[src/cvc_pkg.sv]
// Constants shared by the charger voltage and current configuration block
`default_nettype none

package cvc_pkg;

   // ****************************************************************
   // Register map
   // ****************************************************************
   localparam logic [7:0]  CVC_VOLT_CFG_OFFSET = 8'h1A;   // Termination voltage register
   localparam logic [7:0]  CVC_TRKL_CFG_OFFSET = 8'h1B;   // Trickle / overcurrent register
   localparam logic [7:0]  CVC_VOLT_CFG_RESET  = 8'h00;   // All fields zero
   localparam logic [7:0]  CVC_TRKL_CFG_RESET  = 8'h44;   // Upper bits 0x1, overcurrent 0x4
   localparam logic [7:0]  CVC_UNMAPPED_DATA   = 8'h00;   // Read of any other address

   // ****************************************************************
   // Field positions
   // ****************************************************************
   localparam int CVC_TERM_MSB  = 5;   // Termination voltage code
   localparam int CVC_TERM_LSB  = 0;
   localparam int CVC_SPARE_MSB = 7;   // Spare storage
   localparam int CVC_SPARE_LSB = 6;
   localparam int CVC_TRKL_MSB  = 5;   // Trickle current code
   localparam int CVC_TRKL_LSB  = 4;
   localparam int CVC_OC_MSB    = 3;   // Batt-to-sys overcurrent code
   localparam int CVC_OC_LSB    = 0;

   // ****************************************************************
   // Setpoint decode (mV and mA)
   // ****************************************************************
   localparam logic [15:0] CVC_TWO_CELL_BASE_MV   = 16'h1F40;  // 8000 mV
   localparam logic [15:0] CVC_TWO_CELL_STEP_MV   = 16'h0014;  // 20 mV
   localparam logic [15:0] CVC_THREE_CELL_BASE_MV = 16'h2EE0;  // 12000 mV
   localparam logic [15:0] CVC_THREE_CELL_STEP_MV = 16'h001E;  // 30 mV
   localparam logic [15:0] CVC_COOL_DROP_MV_CELL  = 16'h00B4;  // 180 mV per cell
   localparam logic [15:0] CVC_TWO_CELLS          = 16'h0002;
   localparam logic [15:0] CVC_THREE_CELLS        = 16'h0003;
   localparam logic [15:0] CVC_TRKL_STEP_MA       = 16'h0064;  // 100 mA per code
   localparam logic [15:0] CVC_OC_BASE_MA         = 16'h0BB8;  // 3000 mA at code 1
   localparam logic [15:0] CVC_OC_STEP_MA         = 16'h01F4;  // 500 mA per code
   localparam logic [3:0]  CVC_OC_DISABLED        = 4'h0;      // Protection off
   localparam logic [3:0]  CVC_OC_FIRST           = 4'h1;

   // ****************************************************************
   // Timing
   // ****************************************************************
   localparam int CVC_CLK_PERIOD_NS = 10;        // 100 MHz core clock
   localparam int CVC_NS_PER_MS     = 1000000;
   localparam int CVC_DEB_SHORT_MS  = 6;         // Short overcurrent debounce
   localparam int CVC_DEB_LONG_MS   = 100;       // Long overcurrent debounce
   localparam int CVC_DEB_SHORT_CYC =
      (CVC_DEB_SHORT_MS * CVC_NS_PER_MS + CVC_CLK_PERIOD_NS - 1) / CVC_CLK_PERIOD_NS;
   localparam int CVC_DEB_LONG_CYC  =
      (CVC_DEB_LONG_MS * CVC_NS_PER_MS + CVC_CLK_PERIOD_NS - 1) / CVC_CLK_PERIOD_NS;

endpackage : cvc_pkg

`default_nettype wire

[src/cvc_config.sv]
// Charger termination voltage and trickle / overcurrent configuration registers
//
// Contract
// Voltage code: 8V+20mV or 12V+30mV steps
// Code bits 5:0, spare bits 7:6
// Thermal off: readback shows applied code
// Thermal on: voltage from cool/warm settings
// Trickle code bits 5:4: 100-400 mA
// Overcurrent bits 3:0: off, 3-10 A
// Thermal enable gates temperature adjustments
// Cool range lowers 180 mV per cell
// Held overcurrent 6/100 ms disables switching
// External cell count selects voltage decode
`timescale 1ns/1ps
`default_nettype none

module cvc_config #(
   parameter int          DEB_SHORT_CYC     = cvc_pkg::CVC_DEB_SHORT_CYC,  // 6 ms
   parameter int          DEB_LONG_CYC      = cvc_pkg::CVC_DEB_LONG_CYC,   // 100 ms
   parameter logic [15:0] WARM_DROP_MV_CELL = cvc_pkg::CVC_COOL_DROP_MV_CELL // Warm drop
) (
   input  wire logic        core_clk_i,                  // Core clock
   input  wire logic        reset_n_i,                   // Synchronous reset, active low
   input  wire logic        reg_wr_i,                    // Register write strobe
   input  wire logic        reg_rd_i,                    // Register read strobe
   input  wire logic [7:0]  reg_addr_i,                  // Register address
   input  wire logic [7:0]  reg_wdata_i,                 // Write data
   output logic      [7:0]  reg_rdata_o,                 // Read data, one cycle after read
   input  wire logic        thermal_profile_enable_i,    // Thermal profile on
   input  wire logic        three_cell_i,                // High for three-cell pack
   input  wire logic        cool_range_voltage_reduce_i, // Cool-range drop enabled
   input  wire logic        warm_range_voltage_adjust_i, // Warm-range drop enabled
   input  wire logic        overcurrent_debounce_select_i, // High picks long debounce
   input  wire logic        cool_zone_i,                 // Thermistor cold..cool, pin
   input  wire logic        warm_zone_i,                 // Thermistor warm..hot, pin
   input  wire logic        overcurrent_i,               // Batt-to-sys comparator, pin
   output logic      [15:0] term_voltage_mv_o,           // Applied termination voltage
   output logic      [15:0] trickle_current_ma_o,        // Trickle current setpoint
   output logic      [15:0] overcurrent_ma_o,            // Overcurrent threshold
   output logic             overcurrent_enable_o,        // Protection active
   output logic             thermal_adjusting_o,         // Temperature adjusting setpoints
   output logic             switch_disable_o             // Switching stopped by fault
);
   import cvc_pkg::*;

   // ****************************************************************
   // Decode helper
   // ****************************************************************
   // Millivolt value of a termination code for the selected cell count
   function automatic logic [15:0] volt_decode(input logic [5:0] code, input logic three);
      logic [15:0] wide;
      wide = 16'(code);
      volt_decode = three ? CVC_THREE_CELL_BASE_MV + 16'(wide * CVC_THREE_CELL_STEP_MV)
                          : CVC_TWO_CELL_BASE_MV + 16'(wide * CVC_TWO_CELL_STEP_MV);
   endfunction : volt_decode

   // ****************************************************************
   // Pin synchronisers
   // ****************************************************************
   logic [2:0] pin_s1_reg;      // First stage, read only by the second
   logic [2:0] pin_s2_reg;      // Second stage
   logic [2:0] pin_s3_reg;      // Third stage
   logic [2:0] pin_reg;         // Accepted level
   logic [2:0] pin_next;
   wire  [2:0] pin_raw = {overcurrent_i, warm_zone_i, cool_zone_i};

   // A bit changes only once stages two and three agree
   assign pin_next = (pin_s2_reg & pin_s3_reg) | (pin_reg & (pin_s2_reg ^ pin_s3_reg));

   // Shift chain
   always_ff @(posedge core_clk_i) begin
      if (!reset_n_i) begin
         pin_s1_reg <= 3'h0;
         pin_s2_reg <= 3'h0;
         pin_s3_reg <= 3'h0;
         pin_reg    <= 3'h0;
      end else begin
         pin_s1_reg <= pin_raw;
         pin_s2_reg <= pin_s1_reg;
         pin_s3_reg <= pin_s2_reg;
         pin_reg    <= pin_next;
      end
   end

   wire cool_zone = pin_reg[0];     // Clean cool-zone level
   wire warm_zone = pin_reg[1];     // Clean warm-zone level
   wire oc_seen   = pin_reg[2];     // Clean overcurrent level

   // ****************************************************************
   // Registers
   // ****************************************************************
   logic [7:0] volt_cfg_reg;        // Spare bits and termination code
   logic [7:0] trkl_cfg_reg;        // Upper bits, trickle and overcurrent codes
   logic [7:0] rdata_reg;
   logic [7:0] rdata_next;

   wire hit_volt = (reg_addr_i == CVC_VOLT_CFG_OFFSET);
   wire hit_trkl = (reg_addr_i == CVC_TRKL_CFG_OFFSET);

   wire [5:0] term_code = volt_cfg_reg[CVC_TERM_MSB:CVC_TERM_LSB];
   wire [1:0] spare     = volt_cfg_reg[CVC_SPARE_MSB:CVC_SPARE_LSB];
   wire [1:0] trkl_code = trkl_cfg_reg[CVC_TRKL_MSB:CVC_TRKL_LSB];
   wire [3:0] oc_code   = trkl_cfg_reg[CVC_OC_MSB:CVC_OC_LSB];

   // Readback: stored code is the one applied when thermal profile is off
   assign rdata_next = !reg_rd_i ? rdata_reg :
                       hit_volt  ? {spare, term_code} :
                       hit_trkl  ? trkl_cfg_reg : CVC_UNMAPPED_DATA;

   // Register writes; spare bits are plain storage with no charger effect
   always_ff @(posedge core_clk_i) begin
      if (!reset_n_i) begin
         volt_cfg_reg <= CVC_VOLT_CFG_RESET;
         trkl_cfg_reg <= CVC_TRKL_CFG_RESET;
         rdata_reg    <= CVC_UNMAPPED_DATA;
      end else begin
         if (reg_wr_i && hit_volt) begin
            volt_cfg_reg <= reg_wdata_i;
         end
         if (reg_wr_i && hit_trkl) begin
            trkl_cfg_reg <= reg_wdata_i;
         end
         rdata_reg <= rdata_next;
      end
   end

   // ****************************************************************
   // Setpoint decode
   // ****************************************************************
   wire [15:0] prog_mv   = volt_decode(term_code, three_cell_i);
   wire [15:0] cells     = three_cell_i ? CVC_THREE_CELLS : CVC_TWO_CELLS;
   wire        cool_drop = thermal_profile_enable_i && cool_zone
                           && cool_range_voltage_reduce_i;
   wire        warm_drop = thermal_profile_enable_i && warm_zone
                           && warm_range_voltage_adjust_i;
   wire [15:0] cool_mv   = 16'(CVC_COOL_DROP_MV_CELL * cells);
   wire [15:0] warm_mv   = 16'(WARM_DROP_MV_CELL * cells);
   // Without the profile neither drop applies, so temperature has no effect
   wire [15:0] applied_mv = cool_drop ? prog_mv - cool_mv :
                            warm_drop ? prog_mv - warm_mv : prog_mv;
   wire [15:0] trkl_ma   = 16'(16'(trkl_code) * CVC_TRKL_STEP_MA) + CVC_TRKL_STEP_MA;
   wire        oc_on     = (oc_code != CVC_OC_DISABLED);
   wire [15:0] oc_ma     = oc_on ? CVC_OC_BASE_MA
                           + 16'(16'(oc_code - CVC_OC_FIRST) * CVC_OC_STEP_MA) : 16'h0000;
   wire        adjusting = thermal_profile_enable_i && (cool_zone || warm_zone);

   // Output flops
   always_ff @(posedge core_clk_i) begin
      if (!reset_n_i) begin
         term_voltage_mv_o    <= CVC_TWO_CELL_BASE_MV;
         trickle_current_ma_o <= CVC_TRKL_STEP_MA;
         overcurrent_ma_o     <= 16'h0000;
         overcurrent_enable_o <= 1'b0;
         thermal_adjusting_o  <= 1'b0;
      end else begin
         term_voltage_mv_o    <= applied_mv;
         trickle_current_ma_o <= trkl_ma;
         overcurrent_ma_o     <= oc_ma;
         overcurrent_enable_o <= oc_on;
         thermal_adjusting_o  <= adjusting;
      end
   end

   assign reg_rdata_o = rdata_reg;

   // ****************************************************************
   // Overcurrent debounce
   // ****************************************************************
   // A disabled threshold never trips, even if the comparator fires
   cvc_oc_debounce #(
      .SHORT_CYC     (DEB_SHORT_CYC),
      .LONG_CYC      (DEB_LONG_CYC)
   ) u_oc_debounce (
      .core_clk_i    (core_clk_i),
      .reset_n_i     (reset_n_i),
      .fault_i       (oc_seen && oc_on),
      .long_select_i (overcurrent_debounce_select_i),
      .trip_o        (switch_disable_o)
   );
endmodule : cvc_config

`default_nettype wire

[src/cvc_oc_debounce.sv]
// Overcurrent debounce timer that disables switching after a held fault
`timescale 1ns/1ps
`default_nettype none

module cvc_oc_debounce #(
   parameter int SHORT_CYC = cvc_pkg::CVC_DEB_SHORT_CYC,   // Short debounce length
   parameter int LONG_CYC  = cvc_pkg::CVC_DEB_LONG_CYC     // Long debounce length
) (
   input  wire logic core_clk_i,       // Core clock
   input  wire logic reset_n_i,        // Synchronous reset, active low
   input  wire logic fault_i,          // Qualified overcurrent condition
   input  wire logic long_select_i,    // High picks the long debounce
   output logic      trip_o            // Switching disabled
);
   import cvc_pkg::*;

   // ****************************************************************
   // Counter
   // ****************************************************************
   localparam int CW = $clog2(LONG_CYC + 1);           // Fits the longer length

   logic [CW-1:0] count_reg;                           // Cycles the fault has held
   logic [CW-1:0] count_next;
   logic          trip_reg;                            // Registered trip, cleared when the fault drops
   logic          trip_next;
   wire  [CW-1:0] limit = long_select_i ? CW'(LONG_CYC) : CW'(SHORT_CYC);
   wire           reached = (count_reg >= limit - CW'(1));

   // A drop of the fault restarts the wait; trip lasts while it persists
   assign count_next = !fault_i ? '0 : (reached ? count_reg : count_reg + CW'(1));
   assign trip_next  = fault_i && (trip_reg || reached);

   // Counter and trip flops
   always_ff @(posedge core_clk_i) begin
      if (!reset_n_i) begin
         count_reg <= '0;
         trip_reg  <= 1'b0;
      end else begin
         count_reg <= count_next;
         trip_reg  <= trip_next;
      end
   end

   assign trip_o = trip_reg;
endmodule : cvc_oc_debounce

`default_nettype wire

[config.mk]
export PLATFORM = sky130hd
export DESIGN_NAME = cvc_config
export DESIGN_NICKNAME = d
export VERILOG_FILES = /design/src/cvc_pkg.sv /design/src/cvc_config.sv /design/src/cvc_oc_debounce.sv
export SDC_FILE = /design/constraint.sdc
export NUM_CORES = 1
export LEC_CHECK = 0
export ABC_AREA = 1
export BUFFER_PORTS_ARGS = -buffer_cell sky130_fd_sc_hd__buf_4
export CORE_ASPECT_RATIO = 1.25
export CORE_MARGIN = 3
export CORE_UTILIZATION = 59
export DETAILED_ROUTE_END_ITERATION = 7
export PLACE_DENSITY = 0.84
export SLEW_MARGIN = 20
export SYNTH_ARGS = -nofsm -noshare
export SYNTH_HDL_FRONTEND = slang
export SYNTH_SLANG_ARGS = --single-unit
[constraint.sdc]
create_clock -name core_clk_i -period 5.6 [get_ports core_clk_i]
set_input_delay 1.12 -clock core_clk_i [delete_from_list [all_inputs] [get_ports core_clk_i]]
set_output_delay 1.12 -clock core_clk_i [all_outputs]
set_load 0.03 [all_outputs]
==> flow_metrics.env <==
export IMPL_grt_usage=0.250
export IMPL_fmax_mhz=203
export IMPL_crit_path_end_kind="flop"
export IMPL_grt_max_degree=46
export IMPL_drt_iter0_drc=242
export IMPL_post_drt_wl_per_cell_um=13.3
export IMPL_die_x_um=103
export IMPL_core_area_mm2=0.0114
export IMPL_gp_congestion=0.889
export IMPL_cp_max_fo=10
export IMPL_grt_pass1_vias=6084
export IMPL_postCtsResizedCells=0
export IMPL_nNetsFinal=1131
export IMPL_drive_gt1_frac=0.133
export IMPL_clock_latency_ns=0.35
export IMPL_place_ws_ns=0.699
export IMPL_antenna_found_initial=0
export IMPL_path_common_cell="nand2_1"
export IMPL_yosys_warnings=0
export IMPL_dp_hpwl_um=12000
export IMPL_clk_pin_slew_ns=0.08
export IMPL_grt_pass1_wl_um=27000
export IMPL_setup_tns_ns=0
export IMPL_dieHeight_um=128
export IMPL_ioPinCount=87
export IMPL_drc=0
export IMPL_clkSinkCount=99
export IMPL_rsz0062_at_grt="false"
export IMPL_ys_seq_area_frac=0.284
export IMPL_avgSynthCellArea_um2=7.43
export IMPL_synth_main_ff_cell="dfxtp_1"
export IMPL_min_path_type="reg -> reg"
export IMPL_synth_cells=940
export IMPL_worst_ep_arrival_time_ns=5.20
export IMPL_post_route_period_util=0.878
export IMPL_powerDensity_mw_per_mm2=188
export IMPL_cp_slowest_cell="fa_1"
export IMPL_clockRootBuffer="clkbuf_16"
export IMPL_r2r_end="overcurrent_ma_o[15]"
export IMPL_core_rowCount=43
export IMPL_hold_path_end="pin_s2_reg[2]"
export IMPL_post_cts_setup_buffers=0
export IMPL_yosys_cell_types_count=47
export IMPL_syn2layout_area_growth_pct=12.8
export IMPL_die_area_mm2=0.0132
export IMPL_path_cells="inv_1 -> ha_1 -> nand2_1 -> buf_4 -> inv_1 -> ha_1 -> inv_1 -> fa_1 -> inv_1 -> fa_1 -> fa_1 -> ha_1 -> a21oi_1 -> o21ai_2 -> xor2_1 -> nor2_1 -> nand2_1 -> nand2_1 -> nand2_1 -> nand3_1 -> nand2_1 -> a21oi_1"
export IMPL_whs_path_depth=2
export IMPL_slew_viol_final=0
export IMPL_setup_violations=0
export IMPL_dr_pass1_iters=7
export IMPL_finalHoldViolCount=0
export IMPL_port_buffers=75
export IMPL_min_period_ns=4.92
export IMPL_max_stage_delay_ns=0.53
export IMPL_worstRegToRegCells=22
export IMPL_antenna_cells=0
export IMPL_criticalPathCategory="reg -> reg"
export IMPL_hold_buffers=0
export IMPL_ant_nets=0
export IMPL_min_from="pin_s1_reg[2]"
export IMPL_cts_buffers=9
export IMPL_largest_reg_flops=24
export IMPL_cts_tree="done"
export IMPL_irDropWorstVdd_uv=149
export IMPL_num_vias=6221
export IMPL_rr_startpoint="trkl_cfg_reg[0]"
export IMPL_setup_ws_ns=0.684
export IMPL_vias_per_cell=5.32
export IMPL_r2r_slack_ns=0.68
export IMPL_htree_levels=3
export IMPL_outcome="completed"
export IMPL_drt_wl_total_um=15600
export IMPL_cp_start_kind="flop"
export IMPL_skew_ns=0.0106
export IMPL_cp_required_ns=5.88
export IMPL_initial_core_util=0.616
export IMPL_max_slew_worst_pin_slew_ns=0.570
export IMPL_leakage_nw=3.85
export IMPL_synth_edff_count=0
export IMPL_clk_path_buf_depth=2
export IMPL_max_slew_margin_rel=0.617
export IMPL_synth_seq_cells=99
export IMPL_synth_area_mm2=0.00699
export IMPL_synthArstFlopShare=0
export IMPL_grt_remaining_overflow=0
export IMPL_max_cap_viol_count=0
worst max-delay path by stage:
stage / startpoint / end / cells after the start
2_1_floorplan: trkl_cfg_reg[0] / overcurrent_ma_o[15] / 21
3_3_place_gp: trkl_cfg_reg[0] / overcurrent_ma_o[15] / 22
3_5_place_dp: trkl_cfg_reg[0] / overcurrent_ma_o[15] / 22
4_1_cts: trkl_cfg_reg[0] / overcurrent_ma_o[15] / 22
5_1_grt: trkl_cfg_reg[0] / overcurrent_ma_o[15] / 22
6_report: trkl_cfg_reg[0] / overcurrent_ma_o[15] / 22
cells by family (layout without fill, tap and decap cells):
group,count (synthesis),after routing,share of synthesized area
xor+xnor,34,34,0.0448
buf+inv,184,244,0.111
flops,99,99,0.284
compound gates,146,146,0.119
other cells,1,13,0.000537
simple gates,381,381,0.247
fa+ha+maj,95,95,0.194
cells in the final DEF, fill, tap and decap left out, types with 2 or more instances in the layout:
cell type	instances
nor3_1	20
nand3_1	52
fa_1	22
o21ai_0	41
conb_1	13
or2_2	4
inv_6	2
ha_1	73
xor2_1	18
nand3b_1	3
xnor2_1	14
o211ai_1	9
a31oi_1	4
clkbuf_16	9
nand2_2	15
nor2_1	61
o21ai_1	4
a21oi_1	67
a21oi_2	4
nand2_1	179
buf_4	76
inv_1	147
o221ai_1	8
nor4_1	9
nor2_2	4
nand3_2	6
dfxtp_1	99
nand4_1	22
clkinv_4	2
o21bai_1	2
inv_2	6
inv_8	2
critical path, delay by kind of cell (launching register included):
| kind | cells | cell delay (ns) |
|---|---|---|
| XOR/XNOR | 1 | 0.16 |
| AND/OR/NAND/NOR | 7 | 0.66 |
| buffers and inverters | 5 | 0.71 |
| AO/OA/AOI/OAI | 3 | 0.40 |
| adder cells (fa/ha/maj) | 6 | 2.50 |
| flip-flops | 1 | 0.41 |
final cells by class:
type	instances	area (um^2)
repair buffers	76	571
clock inverters	6	57.6
clock buffers	9	225
inverters	153	574
well taps	157	196
fillers	965	3470
multi-input cells	669	4270
flip-flops and latches	99	1980
layer usage:
metal,vias up,track usage,share of wire
met5,-,0,0
met4,0,0.0998,0.032
met3,42,0.0327,0.038
met2,154,0.448,0.52
met1,2855,0.296,0.41
li1,3170,-,-
metrics by stage:
stage,hold slack [ns],instances,util,cell area [um^2],power (mW)
final,0.429,1169,0.694,7880,1.48
after detailed placement,0.404,1154,0.669,7600,0.894
after global routing,0.448,1169,0.694,7880,1.53
after floorplan,0.390,952,-,7030,0.850
after CTS,0.427,1169,0.694,7880,1.49
after global placement,0.393,1154,0.669,7600,0.891
report_power, final:
group / switching, mW / leakage (nW) / internal, mW
clock network: 0.294 / 0.140 / 0.310
registers: 0.00537 / 0.806 / 0.718
logic: 0.0996 / 2.91 / 0.0558
synthesized netlist by cell type (2+ instances only):
| cell type | n | share of area |
|---|---|---|
| a21oi_1 | 67 | 0.048 |
| a21oi_2 | 4 | 0.0050 |
| a31oi_1 | 4 | 0.0036 |
| buf_2 | 3 | 0.0021 |
| buf_4 | 13 | 0.014 |
| buf_6 | 3 | 0.0048 |
| clkbuf_1 | 11 | 0.0059 |
| dfxtp_1 | 99 | 0.28 |
| fa_1 | 22 | 0.063 |
| ha_1 | 73 | 0.13 |
| inv_1 | 147 | 0.079 |
| inv_2 | 6 | 0.0032 |
| nand2_1 | 179 | 0.096 |
| nand2_2 | 15 | 0.013 |
| nand3_1 | 52 | 0.037 |
| nand3_2 | 6 | 0.0086 |
| nand3b_1 | 3 | 0.0032 |
| nand4_1 | 22 | 0.020 |
| nor2_1 | 61 | 0.033 |
| nor2_2 | 4 | 0.0036 |
| nor3_1 | 20 | 0.014 |
| nor4_1 | 9 | 0.0081 |
| o211ai_1 | 9 | 0.0097 |
| o21ai_0 | 41 | 0.029 |
| o21ai_1 | 4 | 0.0029 |
| o21bai_1 | 2 | 0.0021 |
| o221ai_1 | 8 | 0.010 |
| or2_2 | 4 | 0.0036 |
| xnor2_1 | 14 | 0.018 |
| xor2_1 | 18 | 0.023 |
Power figures use the tool's default switching activity.
